`config.mk`:
```
export PLATFORM = sky130hd
export DESIGN_NAME = piu_prioritized_interrupt_unit
export DESIGN_NICKNAME = d
export VERILOG_FILES = /design/src/design/piu_prioritized_interrupt_unit.v
export VERILOG_INCLUDE_DIRS = /design/src /design/src/design
export SDC_FILE = /design/constraint.sdc
export NUM_CORES = 1
export LEC_CHECK = 0
export BUFFER_PORTS_ARGS = -buffer_cell sky130_fd_sc_hd__buf_2
export CAP_MARGIN = 0
export CELL_PAD_IN_SITES_DETAIL_PLACEMENT = 1
export CELL_PAD_IN_SITES_GLOBAL_PLACEMENT = 1
export CORE_ASPECT_RATIO = 0.9
export CORE_MARGIN = 1
export CORE_UTILIZATION = 39
export CTS_BUF_LIST = sky130_fd_sc_hd__clkbuf_4
export CTS_CLUSTER_SIZE = 16
export DETAILED_ROUTE_END_ITERATION = 10
export PLACE_DENSITY_LB_ADDON = 0.25
export SETUP_SLACK_MARGIN = 0.02
export SLEW_MARGIN = 0
export SYNTH_ARGS = -nofsm -noshare
export SYNTH_HDL_FRONTEND = slang
export SYNTH_HIERARCHICAL = 1
export SYNTH_SLANG_ARGS = --single-unit
```
`constraint.sdc`:
```
create_clock -name aclk -period 2.25 [get_ports aclk]
set_input_delay 0.45 -clock aclk [delete_from_list [all_inputs] [get_ports aclk]]
set_output_delay 0.45 -clock aclk [all_outputs]
set_load 0.01 [all_outputs]
```
`src/design/piu_consts.vh`:
```
// Behaviour
// - four maskable sources plus one non-maskable
// - fixed vectors, non-maskable topmost, descending pairs
// - non-maskable preempts; maskables never preempt each other
// - pending maskables served source one first
// - global enable gates all maskable sources
// - global enable also gates wake-up
// - non-maskable latched, cleared at routine start
// - source one level or falling edge
// - source two edge, polarity selectable
// - sources three and four level only
// - edge latch held until routine starts
// - extra edges before service are lost
// - sample after each instruction, then enter
// - separate flag pairs switched on entry
// - push pc, load vector
// - maskables inhibited during routine, non-maskable active
// - return restores flag set, pops pc
// - option-clear write anomaly skips flag switch
// - or-ed events, per-event flags readable
// - option register write-only, reset zero
// - level bit six, polarity five, enable four
`ifndef PIU_CONSTS_VH
`define PIU_CONSTS_VH
`define PIU_ADDR_OPTION   12'h0C8
`define PIU_ADDR_STATUS   12'h004
`define PIU_ADDR_EVENTS   12'h008
`define PIU_ADDR_EVCLR    12'h00C
`define PIU_OPT_RESET     8'h00
`define PIU_BIT_LES       6
`define PIU_BIT_ESB       5
`define PIU_BIT_GEN       4
`define PIU_VEC_NMI       12'hFFC
`define PIU_VEC_SRC1      12'hFF6
`define PIU_VEC_SRC2      12'hFF4
`define PIU_VEC_SRC3      12'hFF2
`define PIU_VEC_SRC4      12'hFF0
`define PIU_MODE_NORMAL   2'h0
`define PIU_MODE_IRQ      2'h1
`define PIU_MODE_NMI      2'h2
`define PIU_RESP_OKAY     2'h0
`define PIU_RESP_SLVERR   2'h2
`endif

```
`src/design/piu_prioritized_interrupt_unit.v`:
```
`timescale 1ns/1ns
`default_nettype none
`include "piu_consts.vh"
module piu_prioritized_interrupt_unit #(
  parameter PC_W  = 12,
  parameter EV_W  = 8
) (
  input  wire              aclk,
  input  wire              aresetn,
  input  wire [11:0]       s_axi_awaddr,
  input  wire              s_axi_awvalid,
  output reg               s_axi_awready,
  input  wire [31:0]       s_axi_wdata,
  input  wire [3:0]        s_axi_wstrb,
  input  wire              s_axi_wvalid,
  output reg               s_axi_wready,
  output reg  [1:0]        s_axi_bresp,
  output reg               s_axi_bvalid,
  input  wire              s_axi_bready,
  input  wire [11:0]       s_axi_araddr,
  input  wire              s_axi_arvalid,
  output reg               s_axi_arready,
  output reg  [31:0]       s_axi_rdata,
  output reg  [1:0]        s_axi_rresp,
  output reg               s_axi_rvalid,
  input  wire              s_axi_rready,
  input  wire              nmi_n,
  input  wire              src1_n,
  input  wire              src2_in,
  input  wire [EV_W-1:0]   src3_events,
  input  wire [EV_W-1:0]   src4_events,
  input  wire              instr_end,
  input  wire [PC_W-1:0]   pc_in,
  input  wire              return_from_interrupt_instr_exec,
  input  wire              opt_clear_early,
  input  wire              core_sleeping,
  input  wire              cpu_carry_in,
  input  wire              cpu_zero_in,
  input  wire              cpu_flags_we,
  output reg               irq_take,
  output reg  [PC_W-1:0]   pc_load,
  output reg               pc_load_valid,
  output reg               wake_req,
  output reg               carry_flag,
  output reg               zero_flag,
  output reg  [1:0]        cpu_mode
);

  reg  [7:0]      interrupt_option_register;
  reg             nmi_s1_reg;
  reg             nmi_s2_reg;
  wire            nmi_latch_reg;
  wire            src1_latch_reg;
  wire            src2_latch_reg;
  reg  [EV_W-1:0] ev3_flags_reg;
  reg  [EV_W-1:0] ev4_flags_reg;
  reg  [1:0]      mode_reg;
  reg  [1:0]      prev_mode_reg;
  reg  [PC_W-1:0] stack0_reg;
  reg  [PC_W-1:0] stack1_reg;
  reg             normal_carry_flag;
  reg             normal_zero_flag;
  reg             irq_carry_flag;
  reg             irq_zero_flag;
  reg             nmi_carry_flag;
  reg             nmi_zero_flag;
  reg             anomaly_reg;
  reg             aw_got_reg;
  reg             w_got_reg;
  reg  [11:0]     aw_addr_reg;
  reg  [31:0]     w_data_reg;
  reg  [3:0]      w_strb_reg;

  localparam [11:0] ADDR_OPTION = `PIU_ADDR_OPTION;
  localparam [11:0] ADDR_STATUS = `PIU_ADDR_STATUS;
  localparam [11:0] ADDR_EVENTS = `PIU_ADDR_EVENTS;
  localparam [11:0] ADDR_EVCLR  = `PIU_ADDR_EVCLR;

  wire global_irq_enable        = interrupt_option_register[`PIU_BIT_GEN];
  wire source2_edge_polarity    = interrupt_option_register[`PIU_BIT_ESB];
  wire source1_level_select     = interrupt_option_register[`PIU_BIT_LES];

  wire src3_req  = |src3_events;
  wire src4_req  = |src4_events;
  wire src1_req  = source1_level_select ? ~src1_n : src1_latch_reg;
  wire mask_ok   = global_irq_enable & (mode_reg == `PIU_MODE_NORMAL);
  wire take_nmi  = instr_end & nmi_latch_reg & (mode_reg != `PIU_MODE_NMI);
  wire take_s1   = instr_end & ~take_nmi & mask_ok & src1_req;
  wire take_s2   = instr_end & ~take_nmi & mask_ok & ~src1_req & src2_latch_reg;
  wire take_s3   = instr_end & ~take_nmi & mask_ok & ~src1_req & ~src2_latch_reg & src3_req;
  wire take_s4   = instr_end & ~take_nmi & mask_ok & ~src1_req & ~src2_latch_reg & ~src3_req & src4_req;
  wire take_any  = take_nmi | take_s1 | take_s2 | take_s3 | take_s4;
  wire any_req   = nmi_latch_reg | src1_req | src2_latch_reg | src3_req | src4_req;

  // edge latches hold one request until the routine starts
  piu_edge_latch #(
    .IDLE_LEVEL (1'b1)
  ) i_piu_edge_latch_nmi (
    .aclk       (aclk),
    .aresetn    (aresetn),
    .line_in    (nmi_s2_reg),
    .rise_sel   (1'b0),
    .arm        (1'b1),
    .clear      (take_nmi),
    .latch_out  (nmi_latch_reg)
  );

  piu_edge_latch #(
    .IDLE_LEVEL (1'b1)
  ) i_piu_edge_latch_src1 (
    .aclk       (aclk),
    .aresetn    (aresetn),
    .line_in    (src1_n),
    .rise_sel   (1'b0),
    .arm        (~source1_level_select),
    .clear      (take_s1 | source1_level_select),
    .latch_out  (src1_latch_reg)
  );

  piu_edge_latch #(
    .IDLE_LEVEL (1'b0)
  ) i_piu_edge_latch_src2 (
    .aclk       (aclk),
    .aresetn    (aresetn),
    .line_in    (src2_in),
    .rise_sel   (source2_edge_polarity),
    .arm        (1'b1),
    .clear      (take_s2),
    .latch_out  (src2_latch_reg)
  );

  reg  [PC_W-1:0] vec_next;
  always @*
  begin
    vec_next = `PIU_VEC_SRC4;
    if (take_nmi)
      vec_next = `PIU_VEC_NMI;
    else if (take_s1)
      vec_next = `PIU_VEC_SRC1;
    else if (take_s2)
      vec_next = `PIU_VEC_SRC2;
    else if (take_s3)
      vec_next = `PIU_VEC_SRC3;
  end

  // axi write
  wire wr_fire = aw_got_reg & w_got_reg & ~s_axi_bvalid;
  wire wa_option = aw_addr_reg[11:2] == ADDR_OPTION[11:2];
  wire wa_evclr  = aw_addr_reg[11:2] == ADDR_EVCLR[11:2];
  always @(posedge aclk)
  begin
    if (!aresetn)
    begin
      s_axi_awready <= 1'b0;
      s_axi_wready  <= 1'b0;
      s_axi_bvalid  <= 1'b0;
      s_axi_bresp   <= `PIU_RESP_OKAY;
      aw_got_reg    <= 1'b0;
      w_got_reg     <= 1'b0;
      aw_addr_reg   <= 12'h000;
      w_data_reg    <= 32'h00000000;
      w_strb_reg    <= 4'h0;
    end
    else
    begin
      s_axi_awready <= ~aw_got_reg & ~s_axi_awready & s_axi_awvalid;
      s_axi_wready  <= ~w_got_reg & ~s_axi_wready & s_axi_wvalid;
      if (s_axi_awvalid & s_axi_awready)
      begin
        aw_got_reg  <= 1'b1;
        aw_addr_reg <= s_axi_awaddr;
      end
      if (s_axi_wvalid & s_axi_wready)
      begin
        w_got_reg  <= 1'b1;
        w_data_reg <= s_axi_wdata;
        w_strb_reg <= s_axi_wstrb;
      end
      if (wr_fire)
      begin
        s_axi_bvalid <= 1'b1;
        s_axi_bresp  <= (wa_option | wa_evclr) ? `PIU_RESP_OKAY : `PIU_RESP_SLVERR;
      end
      if (s_axi_bvalid & s_axi_bready)
      begin
        s_axi_bvalid <= 1'b0;
        aw_got_reg   <= 1'b0;
        w_got_reg    <= 1'b0;
      end
    end
  end

  wire opt_we = wr_fire & wa_option & w_strb_reg[0];
  wire evc_we = wr_fire & wa_evclr & w_strb_reg[0];

  // axi read; option register is write-only and reads as zero
  always @(posedge aclk)
  begin
    if (!aresetn)
    begin
      s_axi_arready <= 1'b0;
      s_axi_rvalid  <= 1'b0;
      s_axi_rdata   <= 32'h00000000;
      s_axi_rresp   <= `PIU_RESP_OKAY;
    end
    else
    begin
      s_axi_arready <= ~s_axi_arready & ~s_axi_rvalid & s_axi_arvalid;
      if (s_axi_arvalid & s_axi_arready)
      begin
        s_axi_rvalid <= 1'b1;
        s_axi_rresp  <= `PIU_RESP_OKAY;
        case (s_axi_araddr[11:2])
          ADDR_OPTION[11:2]:
            s_axi_rdata <= 32'h00000000;
          ADDR_STATUS[11:2]:
            s_axi_rdata <= {24'h000000, mode_reg, src4_req, src3_req,
                            src2_latch_reg, src1_req, nmi_latch_reg, anomaly_reg};
          ADDR_EVENTS[11:2]:
            s_axi_rdata <= {16'h0000, ev4_flags_reg, ev3_flags_reg};
          default:
          begin
            s_axi_rdata <= 32'h00000000;
            s_axi_rresp <= `PIU_RESP_SLVERR;
          end
        endcase
      end
      else if (s_axi_rvalid & s_axi_rready)
        s_axi_rvalid <= 1'b0;
    end
  end

  // request capture
  always @(posedge aclk)
  begin
    if (!aresetn)
    begin
      interrupt_option_register <= `PIU_OPT_RESET;
      nmi_s1_reg     <= 1'b1;
      nmi_s2_reg     <= 1'b1;
      ev3_flags_reg  <= {EV_W{1'b0}};
      ev4_flags_reg  <= {EV_W{1'b0}};
    end
    else
    begin
      if (opt_we)
        interrupt_option_register <= {1'b0, w_data_reg[6:4], 4'h0};
      nmi_s1_reg    <= nmi_n;
      nmi_s2_reg    <= nmi_s1_reg;
      ev3_flags_reg <= (evc_we ? ev3_flags_reg & ~w_data_reg[EV_W-1:0] : ev3_flags_reg) | src3_events;
      ev4_flags_reg <= (evc_we ? ev4_flags_reg & ~w_data_reg[2*EV_W-1:EV_W] : ev4_flags_reg) | src4_events;
    end
  end

  // mode, stack and flag banks; reset starts in non-maskable mode
  always @(posedge aclk)
  begin
    if (!aresetn)
    begin
      mode_reg          <= `PIU_MODE_NMI;
      prev_mode_reg     <= `PIU_MODE_NORMAL;
      stack0_reg        <= {PC_W{1'b0}};
      stack1_reg        <= {PC_W{1'b0}};
      normal_carry_flag <= 1'b0;
      normal_zero_flag  <= 1'b0;
      irq_carry_flag    <= 1'b0;
      irq_zero_flag     <= 1'b0;
      nmi_carry_flag    <= 1'b0;
      nmi_zero_flag     <= 1'b0;
      anomaly_reg       <= 1'b0;
      irq_take          <= 1'b0;
      pc_load           <= {PC_W{1'b0}};
      pc_load_valid     <= 1'b0;
      wake_req          <= 1'b0;
      carry_flag        <= 1'b0;
      zero_flag         <= 1'b0;
      cpu_mode          <= `PIU_MODE_NMI;
    end
    else
    begin
      irq_take      <= take_any;
      pc_load_valid <= take_any | return_from_interrupt_instr_exec;
      wake_req      <= core_sleeping & global_irq_enable & any_req;
      if (cpu_flags_we)
      begin
        if (mode_reg == `PIU_MODE_NMI)
        begin
          nmi_carry_flag <= cpu_carry_in;
          nmi_zero_flag  <= cpu_zero_in;
        end
        else if (mode_reg == `PIU_MODE_IRQ & ~anomaly_reg)
        begin
          irq_carry_flag <= cpu_carry_in;
          irq_zero_flag  <= cpu_zero_in;
        end
        else
        begin
          normal_carry_flag <= cpu_carry_in;
          normal_zero_flag  <= cpu_zero_in;
        end
      end
      if (take_any)
      begin
        stack0_reg    <= pc_in;
        stack1_reg    <= stack0_reg;
        pc_load       <= vec_next;
        prev_mode_reg <= mode_reg;
        mode_reg      <= take_nmi ? `PIU_MODE_NMI : `PIU_MODE_IRQ;
        anomaly_reg   <= ~take_nmi & opt_clear_early;
        cpu_mode      <= take_nmi ? `PIU_MODE_NMI : `PIU_MODE_IRQ;
      end
      else if (return_from_interrupt_instr_exec)
      begin
        pc_load     <= stack0_reg;
        stack0_reg  <= stack1_reg;
        mode_reg    <= prev_mode_reg;
        cpu_mode    <= prev_mode_reg;
        prev_mode_reg <= `PIU_MODE_NORMAL;
        anomaly_reg <= 1'b0;
      end
      case (mode_reg)
        `PIU_MODE_NMI:
        begin
          carry_flag <= nmi_carry_flag;
          zero_flag  <= nmi_zero_flag;
        end
        `PIU_MODE_IRQ:
        begin
          carry_flag <= anomaly_reg ? normal_carry_flag : irq_carry_flag;
          zero_flag  <= anomaly_reg ? normal_zero_flag : irq_zero_flag;
        end
        default:
        begin
          carry_flag <= normal_carry_flag;
          zero_flag  <= normal_zero_flag;
        end
      endcase
    end
  end

endmodule // piu_prioritized_interrupt_unit

module piu_edge_latch #(
  parameter IDLE_LEVEL = 1'b1
) (
  input  wire aclk,
  input  wire aresetn,
  input  wire line_in,
  input  wire rise_sel,
  input  wire arm,
  input  wire clear,
  output reg  latch_out
);

  reg  prev_reg;
  wire edge_seen = rise_sel ? (~prev_reg & line_in)
                            : (prev_reg & ~line_in);

  // a new edge wins over a clear in the same cycle
  always @(posedge aclk)
  begin
    if (!aresetn)
    begin
      prev_reg  <= IDLE_LEVEL;
      latch_out <= 1'b0;
    end
    else
    begin
      prev_reg <= line_in;
      if (edge_seen & arm)
        latch_out <= 1'b1;
      else if (clear)
        latch_out <= 1'b0;
    end
  end

endmodule // piu_edge_latch
`default_nettype wire

```
==> impl_metrics.csv <==
group,metric,value,unit
layout,fin_nets,853,
route,via_per_inst,5.063,
synthesis,synth.cell_area,0.005295,mm2
clocking,root_buffer,"clkbuf_4",
floorplan,core-area,0.01331,mm2
synthesis,synth-edff-count,0,
route,drc_errors,24,
layout,nFillCells,1640,
clocking,htreeDepth,4,
pwr,peakVddDrop,0.3754,mV
layout,fin_cells,928,
route,drt_iter0_markers,168,
placement,postPlaceCellArea,0.006130,mm2
critical_path,cp.required,2.70,ns
floorplan,row_count,40,
placement,gp_congestion,0.8020,
route,firstDrtPassIters,7,
critical_path,cp_top_family,"buffers and inverters",
clocking,tritoncts,"done",
pwr,power_density,706.5,mW/mm2
critical_path,cp_max_fo,37,
global_routing,grt_pass1_vias,4768,
clocking,cts_hold_buf,0,
global_routing,track_usage,20.29,%
sta,min_period_over_period,91.53,%
layout,fin_area,0.006456,mm2
layout,area_growth,21.93,%
synthesis,yosysWarnings,6,
clocking,cts_setup_buffers,0,
sta,slew_headroom,55.28,%
critical_path,crit_chain,"inv_1 > ha_1 > nand3_1 > nor2_1 > a311oi_4 > buf_12 > buf_4 > a211oi_1",
sta,finalSetupTns,0,ns
worst_hold_path,min_path_type,"in -> reg",
synthesis,synthCells,610,
floorplan,die_area,0.01405,mm2
sta,rsz0062_at_grt,"false",
layout,drive_gt1_share,24.67,%
synthesis,synth_top_flop_cell,"dfxtp_1",
synthesis,synth_cell_type_count,45,
sta,hold_viol,0,
global_routing,grt_antenna_before_repair,3,
clocking,insertion_delay,0.53,ns
clocking,cts_resized,0,
sta,maxSlewViolCount,0,
sta,fin_crit,2.059,ns
critical_path,worstPathArrival,2.51,ns
critical_path,crit_type,"reg -> reg",
placement,dp_hpwl,10030,um
critical_path,start_kind,"flop",
route,post_drt_wl_per_cell,14.98,um
sta,finalSetupViolations,0,
floorplan,initial_utilization,39.77,%
route,vias,4698,
placement,placed_cells,894,
clocking,path_clk_slew,0.12,ns
global_routing,grt_max_degree,71,
run_status,status,"finished, violations left",
synthesis,ys_seq_area_share,49.53,%
sta,worstMarginPinSlew,0.6709,ns
synthesis,synthArstFlopShare,0,%
floorplan,io_pins,165,
sta,clock_skew,0.01650,ns
floorplan,die_h,112.5,um
sta,max_freq,0.4856,GHz
clocking,cts_sinks,131,
clocking,numCtsBuffers,17,
synthesis,synth.avg_cell_area,8.680,um2
clocking,cts.path.max_buffers,2,
global_routing,grt_overflow,0,
critical_path,end_kind,"flop",
synthesis,synth_seq_cells,131,
pwr,p_total,4.561,mW
global_routing,grt_pass1_wl,22530,um
layout,utilization,48.50,%
critical_path,cpMaxStageDelayCell,"nor2_1",
route,wl,13900,um
placement,port_buffers,123,
route,antenna_left,0,
critical_path,slowest_delay,0.38,ns
pwr,power.leakage,2.811,nW
job,max-cap-violations,0,
critical_path,worst-path-buf-inv,3,
floorplan,die_w,124.8,um
run_status,violations,"design-rule violations",
==> cell usage in the layout (no fill, tap or decap), drive strengths merged, types with 3 or more instances in the layout <==
master,Yosys,final
a211oi,13,13
a21oi,55,55
a221oi,9,9
a31oi,20,20
and2,4,4
and3,3,3
and4b,3,3
and4bb,3,3
buf,29,144
bufinv,0,4
clkbuf,23,18
clkinv,0,6
clkinvlp,0,3
conb,2,26
dfxtp,131,131
ha,3,3
inv,24,25
mux2i,26,26
nand2,98,98
nand2b,9,9
nand3,31,31
nor2,39,39
nor2b,5,5
nor3,4,4
nor4,5,5
nor4b,3,3
o21ai,45,45
o31a,4,4
or4,3,3
==> Yosys cell counts (9+ instances only) <==
| master | n | area [um2] |
|---|---|---|
| inv_1 | 24 | 90.09 |
| nand2b_1 | 9 | 56.30 |
| nor2_1 | 38 | 142.6 |
| buf_4 | 20 | 150.1 |
| mux2i_1 | 26 | 260.3 |
| a21oi_1 | 55 | 275.3 |
| dfxtp_1 | 131 | 2623 |
| o21ai_0 | 41 | 205.2 |
| a31oi_1 | 20 | 125.1 |
| nand2_1 | 98 | 367.9 |
| a211oi_1 | 13 | 97.59 |
| a221oi_1 | 9 | 78.83 |
| nand3_1 | 31 | 155.2 |
| clkbuf_1 | 23 | 86.33 |
==> report_power, final <==
part	total [mW]	internal, mW	switching [mW]
sequential	2.43	2.39	0.0416
combinational	0.371	0.152	0.218
clock	1.76	0.888	0.874
total	4.56	3.43	1.13
==> path summary, 6_finish.rpt <==
check                    from             end  slack (ns)  cells after the start
setup / recovery  mode_reg[1]  stack0_reg[11]        0.19                      8
hold / removal          nmi_n      nmi_s1_reg        0.11                      2
setup reg to reg  mode_reg[1]  stack0_reg[11]        0.19                      8
hold reg to reg    nmi_s1_reg      nmi_s2_reg        0.43                      1
==> metrics by stage <==
stage	hold slack (ns)	setup slack, ns
global route	0.06812	0.02320
detailed placement	0.3983	-0.2796
finish	0.1130	0.1906
global placement	0.4166	-0.2408
CTS	0.06255	0.1931
floorplan	0.3863	0.3138
==> routing by layer <==
| metal | routed length [um] | up-vias | track usage (%) |
|---|---|---|---|
| met1 | 6300 | 2220 | 23.97 |
| met4 | 121 | 2 | 7.154 |
| li1 | - | 2355 | - |
| met5 | 13 | - | 0 |
| met2 | 6628 | 108 | 34.16 |
| met3 | 834 | 13 | 7.245 |
==> cell families after synthesis <==
family | share of synthesized area, %
compound gates | 17.70
xor+xnor | 0.1654
fa+ha+maj | 0.7090
buf+inv | 6.923
flops | 49.53
mux | 5.128
other cells | 0.1418
simple gates | 19.71
==> cell type report <==
class	instances	area (um2)	area share [%]
clock inverters	14	186.4	2.888
repair buffers	144	810.8	12.56
flip-flops and latches	131	2623	40.62
well taps	168	210.2	3.256
diodes	2	5.005	0.07752
multi-input cells	427	2396	37.11
inverters	24	90.09	1.395
clock buffers	18	135.1	2.093
Note: power is estimated with default switching activity, not from simulation.
